### config.mk
export PLATFORM = sky130hd
export DESIGN_NAME = ibs_sequencer
export DESIGN_NICKNAME = d
export VERILOG_FILES = /design/src/rtl/ibs_pkg.sv /design/src/rtl/ibs_sequencer.sv
export SDC_FILE = /design/constraint.sdc
export NUM_CORES = 1
export LEC_CHECK = 0
export BUFFER_PORTS_ARGS = -buffer_cell sky130_fd_sc_hd__buf_2
export CORE_ASPECT_RATIO = 0.9
export CORE_MARGIN = 3
export CORE_UTILIZATION = 50
export CTS_CLUSTER_SIZE = 8
export DETAILED_ROUTE_END_ITERATION = 12
export PLACE_DENSITY = 0.71
export SETUP_SLACK_MARGIN = 0.2
export SYNTH_ARGS = -nofsm -noshare
export SYNTH_HDL_FRONTEND = slang
export SYNTH_SLANG_ARGS = --single-unit
### constraint.sdc
create_clock -name CLK_SYS -period 2.8 [get_ports CLK_SYS]
set_input_delay 0.28 -clock CLK_SYS [delete_from_list [all_inputs] [get_ports CLK_SYS]]
set_output_delay 0.28 -clock CLK_SYS [all_outputs]
set_load 0.03 [all_outputs]
### src/rtl/ibs_pkg.sv
// Package for the instruction bus-cycle sequencer: operation codes, cycle kinds, counts
// Assumes a single core clock and a bus that takes one cycle per state when granted
package ibs_pkg;

    // ****************************************
    // Operation selectors
    // ****************************************
    typedef enum logic [4:0] {
        IBS_BIT_STORE_ABS32  = 5'h00, // Bit store to 32-bit absolute address
        IBS_BIT_TEST_IND     = 5'h01, // Bit test on register-indirect operand
        IBS_BIT_XOR_ABS32    = 5'h02, // Bit exclusive-or at 32-bit absolute address
        IBS_SDIV_BYTE        = 5'h03, // Signed divide, byte form
        IBS_SDIV_WORD        = 5'h04, // Signed divide, word form
        IBS_UDIV_BYTE        = 5'h05, // Unsigned divide, byte form
        IBS_UDIV_WORD        = 5'h06, // Unsigned divide, word form
        IBS_BLOCK_MOVE       = 5'h07, // Block move of n bytes
        IBS_JUMP_MEM_IND     = 5'h08, // Memory-indirect jump
        IBS_CALL_REG_IND     = 5'h09, // Register-indirect subroutine call
        IBS_CALL_MEM_IND     = 5'h0a, // Memory-indirect subroutine call
        IBS_JUMP_ABS24       = 5'h0b, // Jump to 24-bit absolute
        IBS_CALL_REL16       = 5'h0c, // Relative call, 16-bit displacement
        IBS_LDCTL_POSTINC    = 5'h0d, // Load control register, post-increment
        IBS_LDCTL_DISP32     = 5'h0e, // Load control register, 32-bit displacement
        IBS_MULTI_POP        = 5'h0f, // Multiple-register pop
        IBS_CMP_LONG_IMM     = 5'h10, // Long compare with 32-bit immediate
        IBS_CMP_LONG_REG     = 5'h11, // Long compare register to register
        IBS_CLEAR_ACC        = 5'h12  // Accumulator operation, not supported
    } ibs_op_e;

    // ****************************************
    // Cycle kinds and step encoding
    // ****************************************
    // Step word: {last, lock, kind[2:0]}
    localparam logic [2:0] IBS_K_FETCH = 3'h0; // Read word, instruction stream
    localparam logic [2:0] IBS_K_RDB = 3'h1; // Read byte operand
    localparam logic [2:0] IBS_K_RDW = 3'h2; // Read word operand or vector
    localparam logic [2:0] IBS_K_WRB = 3'h3; // Write byte operand
    localparam logic [2:0] IBS_K_WRW = 3'h4; // Write word (stack)
    localparam logic [2:0] IBS_K_IDLE = 3'h5; // Internal state, no bus
    localparam logic [2:0] IBS_K_LOOP = 3'h6; // Repeat marker (block move / pop)
    localparam int IBS_LOCK_BIT = 3;
    localparam int IBS_LAST_BIT = 4;
    localparam int IBS_MAX_STEPS = 8;

    // ****************************************
    // Timing counts in core clock states
    // ****************************************
    localparam logic [4:0] IBS_DIV_BYTE_STATES = 5'h0b; // 11 states
    localparam logic [4:0] IBS_DIV_WORD_STATES = 5'h13; // 19 states

endpackage

### src/rtl/ibs_sequencer.sv
// Bus-cycle sequencer: turns one instruction form into an ordered list of bus cycles
// Assumes the internal bus grants every request; lock is held across the next cycle
//
// Notes on behaviour
// - bit store abs32: three fetches, locked RMW
// - bit test indirect: fetch, byte read, locked fetch
// - bit xor abs32: three fetches, read, locked fetch
// - signed divide: two fetches, 11/19 idle
// - unsigned divide: one fetch, 11/19 idle
// - block move: pair reads, then n copies
// - indirect jump: vector read(s), idle, target
// - register call: target fetch, then push(es)
// - indirect call: vectors, pushes, then target
// - abs24 jump: fetch, one idle, target
// - relative call: fetch, idle, target, push(es)
// - post-increment control load: idle then read
// - displacement control load: five fetches, read
// - multi pop: locked fetch, idle, pairs
// - long compare immediate fetches two extra
`timescale 1ns/1ps
`default_nettype none

module ibs_sequencer
    import ibs_pkg::*;
(
    // Clock and reset
    input wire logic CLK_SYS,
    input wire logic RESETN,
    // Instruction request
    input wire logic START,
    input wire logic [4:0] OP,
    input wire logic ADVANCED,
    input wire logic [7:0] COUNT,
    // Bus cycle outputs
    output logic BUS_REQ,
    output logic BUS_WRITE,
    output logic BUS_BYTE,
    output logic BUS_LOCK,
    output logic [2:0] BUS_KIND,
    // Status
    output logic BUSY,
    output logic DONE,
    output logic UNSUPPORTED
);

    // ****************************************
    // State
    // ****************************************
    typedef enum logic [2:0] {
        IBS_IDLE = 3'b001, // Waiting for an instruction
        IBS_RUN = 3'b010,  // Walking the step list
        IBS_WAIT = 3'b100  // Counting internal states
    } ibs_state_e;

    typedef struct packed {
        ibs_state_e st;     // Sequencer state
        logic [4:0] op;     // Latched operation
        logic adv;          // Latched advanced mode
        logic [7:0] reps;   // Remaining repetitions
        logic [2:0] idx;    // Step index
        logic [4:0] wait_n; // Internal states left
        logic loop_ph;      // Phase inside a repeated pair
        logic req;          // Registered outputs follow
        logic wr;
        logic byt;
        logic lck;
        logic [2:0] kind;
        logic done;
        logic unsup;
        logic busy;         // Sequencer occupied, registered so the port leaves a flip-flop
    } ibs_s;

    ibs_s cur; // Registered state
    ibs_s next_cur; // Next state

    // Build a step word
    function automatic logic [4:0] stp(input logic last, input logic lock, input logic [2:0] k);
        stp = {last, lock, k};
    endfunction

    // Step table per operation, mode and index
    function automatic logic [4:0] step(input logic [4:0] op, input logic adv, input logic [2:0] i);
        logic [4:0] s;
        s = stp(1'b1, 1'b0, IBS_K_FETCH);
        unique case (op)
            IBS_BIT_STORE_ABS32: case (i)
                3'd0, 3'd1, 3'd2: s = stp(1'b0, 1'b0, IBS_K_FETCH);
                3'd3: s = stp(1'b0, 1'b1, IBS_K_RDB);
                3'd4: s = stp(1'b0, 1'b1, IBS_K_FETCH);
                default: s = stp(1'b1, 1'b0, IBS_K_WRB);
            endcase
            IBS_BIT_TEST_IND: case (i)
                3'd0: s = stp(1'b0, 1'b0, IBS_K_FETCH);
                3'd1: s = stp(1'b0, 1'b0, IBS_K_RDB);
                default: s = stp(1'b1, 1'b1, IBS_K_FETCH);
            endcase
            IBS_BIT_XOR_ABS32: case (i)
                3'd0, 3'd1, 3'd2: s = stp(1'b0, 1'b0, IBS_K_FETCH);
                3'd3: s = stp(1'b0, 1'b0, IBS_K_RDB);
                default: s = stp(1'b1, 1'b1, IBS_K_FETCH);
            endcase
            IBS_SDIV_BYTE, IBS_SDIV_WORD: case (i)
                3'd0, 3'd1: s = stp(1'b0, 1'b0, IBS_K_FETCH);
                default: s = stp(1'b1, 1'b0, IBS_K_IDLE);
            endcase
            IBS_UDIV_BYTE, IBS_UDIV_WORD: case (i)
                3'd0: s = stp(1'b0, 1'b0, IBS_K_FETCH);
                default: s = stp(1'b1, 1'b0, IBS_K_IDLE);
            endcase
            IBS_BLOCK_MOVE: case (i)
                3'd0: s = stp(1'b0, 1'b0, IBS_K_FETCH);
                3'd1, 3'd2: s = stp(1'b0, 1'b0, IBS_K_RDB);
                3'd3: s = stp(1'b0, 1'b0, IBS_K_LOOP);
                default: s = stp(1'b1, 1'b0, IBS_K_FETCH);
            endcase
            IBS_JUMP_MEM_IND: case (i)
                3'd0: s = stp(1'b0, 1'b0, IBS_K_FETCH);
                3'd1: s = stp(1'b0, adv, IBS_K_RDW);
                3'd2: s = adv ? stp(1'b0, 1'b0, IBS_K_RDW) : stp(1'b0, 1'b0, IBS_K_IDLE);
                3'd3: s = adv ? stp(1'b0, 1'b0, IBS_K_IDLE) : stp(1'b1, 1'b0, IBS_K_FETCH);
                default: s = stp(1'b1, 1'b0, IBS_K_FETCH);
            endcase
            IBS_CALL_REG_IND: case (i)
                3'd0, 3'd1: s = stp(1'b0, 1'b0, IBS_K_FETCH);
                3'd2: s = stp(~adv, adv, IBS_K_WRW);
                default: s = stp(1'b1, 1'b0, IBS_K_WRW);
            endcase
            IBS_CALL_MEM_IND: case (i)
                3'd0: s = stp(1'b0, 1'b0, IBS_K_FETCH);
                3'd1: s = stp(1'b0, adv, IBS_K_RDW);
                3'd2: s = adv ? stp(1'b0, 1'b0, IBS_K_RDW) : stp(1'b0, 1'b0, IBS_K_WRW);
                3'd3: s = adv ? stp(1'b0, 1'b1, IBS_K_WRW) : stp(1'b1, 1'b0, IBS_K_FETCH);
                3'd4: s = stp(1'b0, 1'b0, IBS_K_WRW);
                default: s = stp(1'b1, 1'b0, IBS_K_FETCH);
            endcase
            IBS_JUMP_ABS24: case (i)
                3'd0: s = stp(1'b0, 1'b0, IBS_K_FETCH);
                3'd1: s = stp(1'b0, 1'b0, IBS_K_IDLE);
                default: s = stp(1'b1, 1'b0, IBS_K_FETCH);
            endcase
            IBS_CALL_REL16: case (i)
                3'd0: s = stp(1'b0, 1'b0, IBS_K_FETCH);
                3'd1: s = stp(1'b0, 1'b0, IBS_K_IDLE);
                3'd2: s = stp(1'b0, 1'b0, IBS_K_FETCH);
                3'd3: s = stp(~adv, adv, IBS_K_WRW);
                default: s = stp(1'b1, 1'b0, IBS_K_WRW);
            endcase
            IBS_LDCTL_POSTINC: case (i)
                3'd0, 3'd1: s = stp(1'b0, 1'b0, IBS_K_FETCH);
                3'd2: s = stp(1'b0, 1'b0, IBS_K_IDLE);
                default: s = stp(1'b1, 1'b0, IBS_K_RDW);
            endcase
            IBS_LDCTL_DISP32: case (i)
                3'd0, 3'd1, 3'd2, 3'd3, 3'd4: s = stp(1'b0, 1'b0, IBS_K_FETCH);
                default: s = stp(1'b1, 1'b0, IBS_K_RDW);
            endcase
            IBS_MULTI_POP: case (i)
                3'd0: s = stp(1'b0, 1'b0, IBS_K_FETCH);
                3'd1: s = stp(1'b0, 1'b1, IBS_K_FETCH);
                3'd2: s = stp(1'b0, 1'b0, IBS_K_IDLE);
                default: s = stp(1'b1, 1'b0, IBS_K_LOOP);
            endcase
            IBS_CMP_LONG_IMM: case (i)
                3'd0, 3'd1: s = stp(1'b0, 1'b0, IBS_K_FETCH);
                default: s = stp(1'b1, 1'b0, IBS_K_FETCH);
            endcase
            default: s = stp(1'b1, 1'b0, IBS_K_FETCH); // Register compare: one fetch
        endcase
        step = s;
    endfunction

    logic [4:0] cur_step; // Step word at current index
    assign cur_step = step(cur.op, cur.adv, cur.idx);

    logic [4:0] after_loop; // Step word that follows a repeat marker
    assign after_loop = step(cur.op, cur.adv, cur.idx + 3'd1);

    // Cycle kinds that write
    function automatic logic is_write(input logic [2:0] k);
        is_write = (k == IBS_K_WRB) || (k == IBS_K_WRW);
    endfunction

    // Cycle kinds that move a byte
    function automatic logic is_byte(input logic [2:0] k);
        is_byte = (k == IBS_K_RDB) || (k == IBS_K_WRB);
    endfunction

    // ****************************************
    // Next-state logic
    // ****************************************
    always_comb begin
        logic last;
        logic [2:0] k;
        last = cur_step[IBS_LAST_BIT];
        k = cur_step[2:0];
        next_cur = cur;
        next_cur.req = 1'b0;
        next_cur.wr = 1'b0;
        next_cur.byt = 1'b0;
        next_cur.lck = 1'b0;
        next_cur.kind = IBS_K_IDLE;
        next_cur.done = 1'b0;
        next_cur.unsup = 1'b0;
        unique case (cur.st)
            IBS_IDLE: begin
                if (START) begin
                    if (OP == IBS_CLEAR_ACC || OP > IBS_CLEAR_ACC) begin
                        next_cur.unsup = 1'b1; // No bus activity at all
                        next_cur.done = 1'b1;
                    end else begin
                        next_cur.st = IBS_RUN;
                        next_cur.op = OP;
                        next_cur.adv = ADVANCED;
                        next_cur.reps = COUNT;
                        next_cur.idx = 3'd0;
                        next_cur.loop_ph = 1'b0;
                    end
                end
            end
            IBS_RUN: begin
                if (k == IBS_K_LOOP) begin
                    // Repeated pairs; zero count skips straight on
                    if (cur.reps == 8'h00) begin
                        if (last) begin
                            next_cur.st = IBS_IDLE;
                            next_cur.done = 1'b1;
                        end else begin
                            // Issue the following step now, so no empty state appears
                            next_cur.req = 1'b1;
                            next_cur.wr = is_write(after_loop[2:0]);
                            next_cur.byt = is_byte(after_loop[2:0]);
                            next_cur.lck = after_loop[IBS_LOCK_BIT];
                            next_cur.kind = after_loop[2:0];
                            if (after_loop[IBS_LAST_BIT]) begin
                                next_cur.st = IBS_IDLE;
                                next_cur.done = 1'b1;
                            end else begin
                                next_cur.idx = cur.idx + 3'd2;
                            end
                        end
                    end else begin
                        next_cur.req = 1'b1;
                        if (cur.op == IBS_BLOCK_MOVE) begin
                            next_cur.wr = cur.loop_ph;
                            next_cur.byt = 1'b1;
                            next_cur.kind = cur.loop_ph ? IBS_K_WRB : IBS_K_RDB;
                        end else begin
                            next_cur.lck = ~cur.loop_ph; // High word locked
                            next_cur.kind = IBS_K_RDW;
                        end
                        next_cur.loop_ph = ~cur.loop_ph;
                        if (cur.loop_ph) begin
                            next_cur.reps = cur.reps - 8'h01;
                            // Final pair leaves the loop in its own cycle, no gap follows
                            if (cur.reps == 8'h01) begin
                                if (last) begin
                                    next_cur.st = IBS_IDLE;
                                    next_cur.done = 1'b1;
                                end else begin
                                    next_cur.idx = cur.idx + 3'd1;
                                end
                            end
                        end
                    end
                end else if (k == IBS_K_IDLE) begin
                    // Internal state(s): no bus request
                    if (cur.op == IBS_SDIV_BYTE || cur.op == IBS_UDIV_BYTE) begin
                        // This state and the final DONE state both count
                        next_cur.wait_n = IBS_DIV_BYTE_STATES - 5'd2;
                        next_cur.st = IBS_WAIT;
                    end else if (cur.op == IBS_SDIV_WORD || cur.op == IBS_UDIV_WORD) begin
                        next_cur.wait_n = IBS_DIV_WORD_STATES - 5'd2;
                        next_cur.st = IBS_WAIT;
                    end else begin
                        next_cur.idx = cur.idx + 3'd1; // One state
                    end
                end else begin
                    // Typed bus cycle with lock
                    next_cur.req = 1'b1;
                    next_cur.wr = is_write(k);
                    next_cur.byt = is_byte(k);
                    next_cur.lck = cur_step[IBS_LOCK_BIT];
                    next_cur.kind = k;
                    if (last) begin
                        next_cur.st = IBS_IDLE;
                        next_cur.done = 1'b1;
                    end else begin
                        next_cur.idx = cur.idx + 3'd1;
                    end
                end
            end
            IBS_WAIT: begin
                if (cur.wait_n == 5'd0) begin
                    next_cur.st = IBS_IDLE;
                    next_cur.done = 1'b1;
                end else begin
                    next_cur.wait_n = cur.wait_n - 5'd1;
                end
            end
            default: next_cur.st = IBS_IDLE;
        endcase
        // Busy follows the state that is about to be registered
        next_cur.busy = (next_cur.st != IBS_IDLE);
    end

    // ****************************************
    // State register
    // ****************************************
    always_ff @(posedge CLK_SYS) begin
        if (!RESETN) begin
            cur <= '{st: IBS_IDLE, kind: IBS_K_IDLE, default: '0};
        end else begin
            cur <= next_cur;
        end
    end

    assign BUS_REQ = cur.req;
    assign BUS_WRITE = cur.wr;
    assign BUS_BYTE = cur.byt;
    assign BUS_LOCK = cur.lck;
    assign BUS_KIND = cur.kind;
    assign BUSY = cur.busy;
    assign DONE = cur.done;
    assign UNSUPPORTED = cur.unsup;
endmodule

`default_nettype wire

Word-level counts from Yosys, hierarchy flattened
Cells that the tools add are included.
{"block": "op_classes", "add_sub_neg": 4, "magnitude_cmp": 1, "eq_ne": 53, "mux": 91, "bitwise_logic": 3, "n_reduce_logical": 33}
{"operator": "$pmux 5 s15", "n": 2}
{"operator": "$pmux 5 s3", "n": 8}
{"operator": "$pmux 5 s2", "n": 11}
{"operator": "$mux 5", "n": 15}
{"operator": "$mux 3", "n": 22}
{"operator": "$pmux 5 s5", "n": 2}
{"operator": "$eq 5x4->1 const B", "n": 8}
{"operator": "$mux 20", "n": 2}
{"operator": "$mux 8", "n": 5}
{"operator": "$pmux 5 s4", "n": 2}
{"operator": "$ne 4x4->1 const B", "n": 6}
{"operator": "$pmux 11 s2", "n": 1}
{"operator": "$eq 3x2->1 const B", "n": 7}
{"operator": "$eq 3x3->1 const B", "n": 7}
{"operator": "$eq 5x3->1 const B", "n": 4}
{"operator": "$ne 2x2->1 const B", "n": 8}
{"operator": "$reduce_or 2->1", "n": 8}
{"operator": "$eq 3x1->1 const B", "n": 5}
{"operator": "$mux 1", "n": 11}
{"operator": "$mux 11", "n": 1}
{"operator": "$eq 5x2->1 const B", "n": 2}
{"operator": "$eq 5x5->1 const B", "n": 2}
{"operator": "$logic_not 5->1", "n": 2}
{"operator": "$mux 2", "n": 5}
{"operator": "other kinds (25)", "n": 39}
{"block": "word_totals", "register_bits": 36, "inputBits": 17, "out_inout_bits": 10, "wordCells": 200}

Depth between registers and ports, before layout
{"block": "depth", "depth_word": 11, "mapped_depth": 12, "mapped_depth_nobuf": 10}

Worst setup path after synthesis
No wires, ideal clock.
{"block": "synth_path", "path_type": "reg2reg", "start": "reg cur[17] in the netlist's numbering", "end": "reg cur[18] in the netlist's numbering", "setup_ps": 117, "t_arrival_ps": 2973, "t_required_ps": 2683, "setup_slack_ps": -290, "stages_incl_launch_ff": 11, "n_path_buf": 0, "period_less_slack_ps": 3090, "path_cell_list": "dfxtp_1 > inv_1 > ha_1 > or3_4 > a211oi_1 > o22ai_1 > and3_4 > or3_4 > a2111o_1 > and3_1 > a32o_1"}
{"block": "synth_via", "elab_chain_len": 10, "word_cells_on_any_way": 74, "cone_classes": "2 x add/sub; 16 x eq/ne; 43 x mux; 13 x reduce/logical"}
{"item": "start, declared", "line_no": "ibs_sequencer.sv:73", "rtl": "ibs_s cur;"}
{"item": "start signal, assigned", "line_no": "ibs_sequencer.sv:313", "rtl": "cur <= next_cur;"}
{"item": "branches (longest 10 deep; another with $add 3x1->3)"}
Parallel ways; which one is timed is not known. The select of a mux whose other input is x is not followed.
A chain may end at the register's enable or synchronous reset.

Final worst setup path
Same ends and word-level chain as after synthesis.

==> out/qor.yml <==
outcome:
  outcome: "complete, but fails checks"
  violations_in_the_final_reports: "negative setup slack"
synth:
  synthTopCellsByCount: "sky130_fd_sc_hd__nand2_1 (52), sky130_fd_sc_hd__nor2_1 (42), sky130_fd_sc_hd__dfxtp_1 (36)"
  synth.mux.area_fraction_pct: 1.159
  compound_gate_portion_of_the_synthesized_area_pct: 32.52
  adder_and_majority_gate_portion_of_the_synthesized_area_pct: 4.346
  synth.top_cells.by_area: "sky130_fd_sc_hd__dfxtp_1 (21%), sky130_fd_sc_hd__nand2_1 (5.7%), sky130_fd_sc_hd__nor2_1 (4.6%)"
  synth_top_family_by_area: "simple AND/OR/NAND/NOR gates"
  yosysUniqueCellTypes: 89
  synth_largest_area_cell: "sky130_fd_sc_hd__dfxtp_1"
  synth.cell_area_um2: 3455
  synth_top_flop_cell: "sky130_fd_sc_hd__dfxtp_1"
  postSynthAreaPerCell_um2: 7.397
  synthMostInstantiatedCell: "sky130_fd_sc_hd__nand2_1"
  synth_top_area_share_pct: 20.86
  fraction_of_synthesized_cell_area_in_xor_and_xnor_cells_pct: 1.521
  ys_warnings: 0
  async_flop_share_pct: 0
  yosysSeqAreaShare_pct: 20.86
  synthesis.instances: 467
  yosys.area_share.simple_pct: 33.25
  edff_count_synth: 0
  ys_seq_elements: 36
  syn_nets: 496
floorplanning:
  die_w_um: 93.62
  start_util_pct: 52.17
  floorplan.rows: 28
  floorplan.core_area_um2: 6621
  fp.dieArea_um2: 7944
  floorplan.io_pins: 27
  fp.dieH_um: 84.86
sta:
  timing.hold.ws_ns: 0.2159
  summed_negative_setup_slack_over_all_endpoints_ns: -0.7449
  final_critical_path_share_of_the_clock_period_pct: 105.7
  worst_pin_slew_ns: 0.8943
  worst_slack_ns: -0.1602
  setup-violations-final: 10
  final_max_slew_viol_count: 0
  hold_viol_final: 0
  max_freq_mhz: 337.8
  period_needed_ns: 2.960
  fin_skew_ns: 0.01743
  headroom_to_the_max_slew_limit_pct: 40.16
  unrepaired_setup_endpoints_after_global_routing: "true"
placement:
  place.gp.congestion: 1.014
  pre_cts_slack_ns: -0.1351
  post-place-cells: 632
  dp.final_hpwl_um: 9684
  place.port_buffers: 26
global_routing:
  grt_util_all_layers_pct: 34.98
  grt_overflow_total: 0
  antenna_found_initial: 0
  grt_start_max_net_pins: 26
  grt_first_pass_wirelength_um: 22130
  first_global_vias: 4275
clock_network:
  worst_setup_hold_path_clk_slew_ns: 0.09
  clkLatencyLatePin_ns: 0.30
  cts_tree: "built"
  root_buffer: "sky130_fd_sc_hd__clkbuf_8"
  cts_max_level: 2
  cts_max_path_buffers: 2
  cts_inserted_buffers: 5
  post_cts_hold_buffer_count: 0
  clkSinkCount: 36
hold_path:
  whs_endpoint: "cur[28]"
  hold_depth: 3
  worst_hold_path_type: "input port to register"
  hold_start: "OP[0]"
drt:
  drcViolationCount: 0
  vias_per_cell: 6.600
  drt_first_pass_iters: 6
  dr.first_iter.drc_count: 483
  via_count: 4389
  detail_route.wirelength_um: 13750
  route.detailed.wl_per_inst_um: 20.68
  detail-route-antenna-nets: 0
worst_setup_path:
  regToRegEndpoint: "cur[18]"
  crit_path_start_kind: "register"
  setup.worst_path.end_class: "register"
  required_ns: 3.05
  worstPathMaxFanout: 5
  rrSetupSlack_ns: -0.16
  reg2reg_depth: 12
  timing.setup.critical_path_class: "register to register"
  rr_startpoint: "cur[17]"
  worstPathArrival_ns: 3.21
finish:
  areaGrowthSynthToFinish_pct: 45.45
  layout.nets: 603
  layout.core_utilization_pct: 75.89
  drive_above_1_share_pct: 40.17
  num_antenna_cells: 0
  layout.cells.non_filler: 665
power:
  max-vdd-ir-drop_uv: 306.0
  leakage_uw: 0.002024
  power_per_cell_area_nw_per_um2: 328.9
job:
  max_cap_violations: 0
==> placed cells by master, fill, tap and decap left out, types with 5 or more instances in the layout <==
cell type,instances
sky130_fd_sc_hd__nor3_1,17
sky130_fd_sc_hd__a21oi_1,23
sky130_fd_sc_hd__nand2_1,52
sky130_fd_sc_hd__inv_1,7
sky130_fd_sc_hd__dfxtp_1,30
sky130_fd_sc_hd__clkbuf_8,5
sky130_fd_sc_hd__o21ai_0,17
sky130_fd_sc_hd__ha_1,5
sky130_fd_sc_hd__nand3_1,14
sky130_fd_sc_hd__buf_2,26
sky130_fd_sc_hd__nor2b_1,10
sky130_fd_sc_hd__and2_1,5
sky130_fd_sc_hd__nor2_1,40
sky130_fd_sc_hd__o21ai_1,9
sky130_fd_sc_hd__o211ai_1,5
sky130_fd_sc_hd__buf_4,87
sky130_fd_sc_hd__nand2b_1,10
sky130_fd_sc_hd__and3_4,5
sky130_fd_sc_hd__a31oi_1,6
sky130_fd_sc_hd__ha_4,7
sky130_fd_sc_hd__buf_6,18
==> metrics by stage <==
step                      cell area, um^2  total power (uW)
final                                5025              1653
after global placement               4248              1131
after floorplan                      3555             917.2
after global routing                 5025              1718
after CTS                            4851              1583
after detailed placement             4248              1131
==> cell families (layout without fill, tap and decap cells) <==
group,Yosys count,in the layout
and+or+nand+nor,213,213
AOI/OAI and AO/OA,151,151
buffers and inverters,45,153
DFF,36,36
adders and majority gates,12,12
xor gates and xnor gates,6,6
muxes,4,4
==> where the power goes <==
part | internal [uW] | leakage, uW | switching (uW)
clock network | 174 | 0.0000479 | 218
logic | 299 | 0.00168 | 404
registers | 531 | 0.000296 | 26.7
==> worst max-delay path by stage <==
stage,start,to,slack [ns],depth (start not counted)
final,cur[17],cur[18],-0.16,12
after global routing,cur[17],cur[22],-0.23,13
after CTS,cur[17],cur[18],-0.09,12
after detailed placement,cur[16],cur[18],-0.14,13
after global placement,cur[16],cur[18],-0.13,13
after floorplan,cur[18],cur[18],0.09,10
==> area by class of cell <==
cell class / count / area, um^2
clock buffers: 5 / 68.82
clock inverters: 3 / 18.77
fillers: 499 / 1597
inverters: 12 / 53.80
multi-input cells: 386 / 3012
flip-flops and latches: 36 / 738.2
well taps: 90 / 112.6
repair buffers: 133 / 1021
==> repair_timing <==
item / 4_1_cts / 5_1_grt
setup endpoints to repair: 23 / 25
pin swaps: 28 / 13
gates resized for setup: 80 / 36
buffers inserted: 21 / 4
==> per-layer routing <==
metal / track usage, % / wire (um) / up-vias
met5: 0 / 0 / -
met4: 10.37 / 401 / 0
met3: 7.713 / 1521 / 49
met2: 55.19 / 6106 / 284
met1: 48.00 / 5721 / 2078
li1: - / - / 1978
==> registers in the layout, summed over array words and instances, names as in the netlist <==
| name | flops |
|---|---|
| cur | 26 |
| BUS_KIND | 3 |
| BUSY | 1 |
| BUS_BYTE | 1 |
| BUS_LOCK | 1 |
| BUS_REQ | 1 |
| BUS_WRITE | 1 |
| DONE | 1 |
| UNSUPPORTED | 1 |
==> critical path: stages (launching register included) <==
cell	delay, ns
sky130_fd_sc_hd__dfxtp_4	0.38
sky130_fd_sc_hd__buf_6	0.13
sky130_fd_sc_hd__ha_4	0.17
sky130_fd_sc_hd__or4_4	0.56
sky130_fd_sc_hd__nand4_4	0.12
sky130_fd_sc_hd__a221oi_4	0.08
sky130_fd_sc_hd__a2111oi_4	0.37
sky130_fd_sc_hd__buf_4	0.20
sky130_fd_sc_hd__buf_6	0.10
sky130_fd_sc_hd__o211ai_4	0.10
sky130_fd_sc_hd__a2111oi_2	0.36
sky130_fd_sc_hd__or3_1	0.19
sky130_fd_sc_hd__a32o_1	0.13
(Power assumes the default switching activity.)
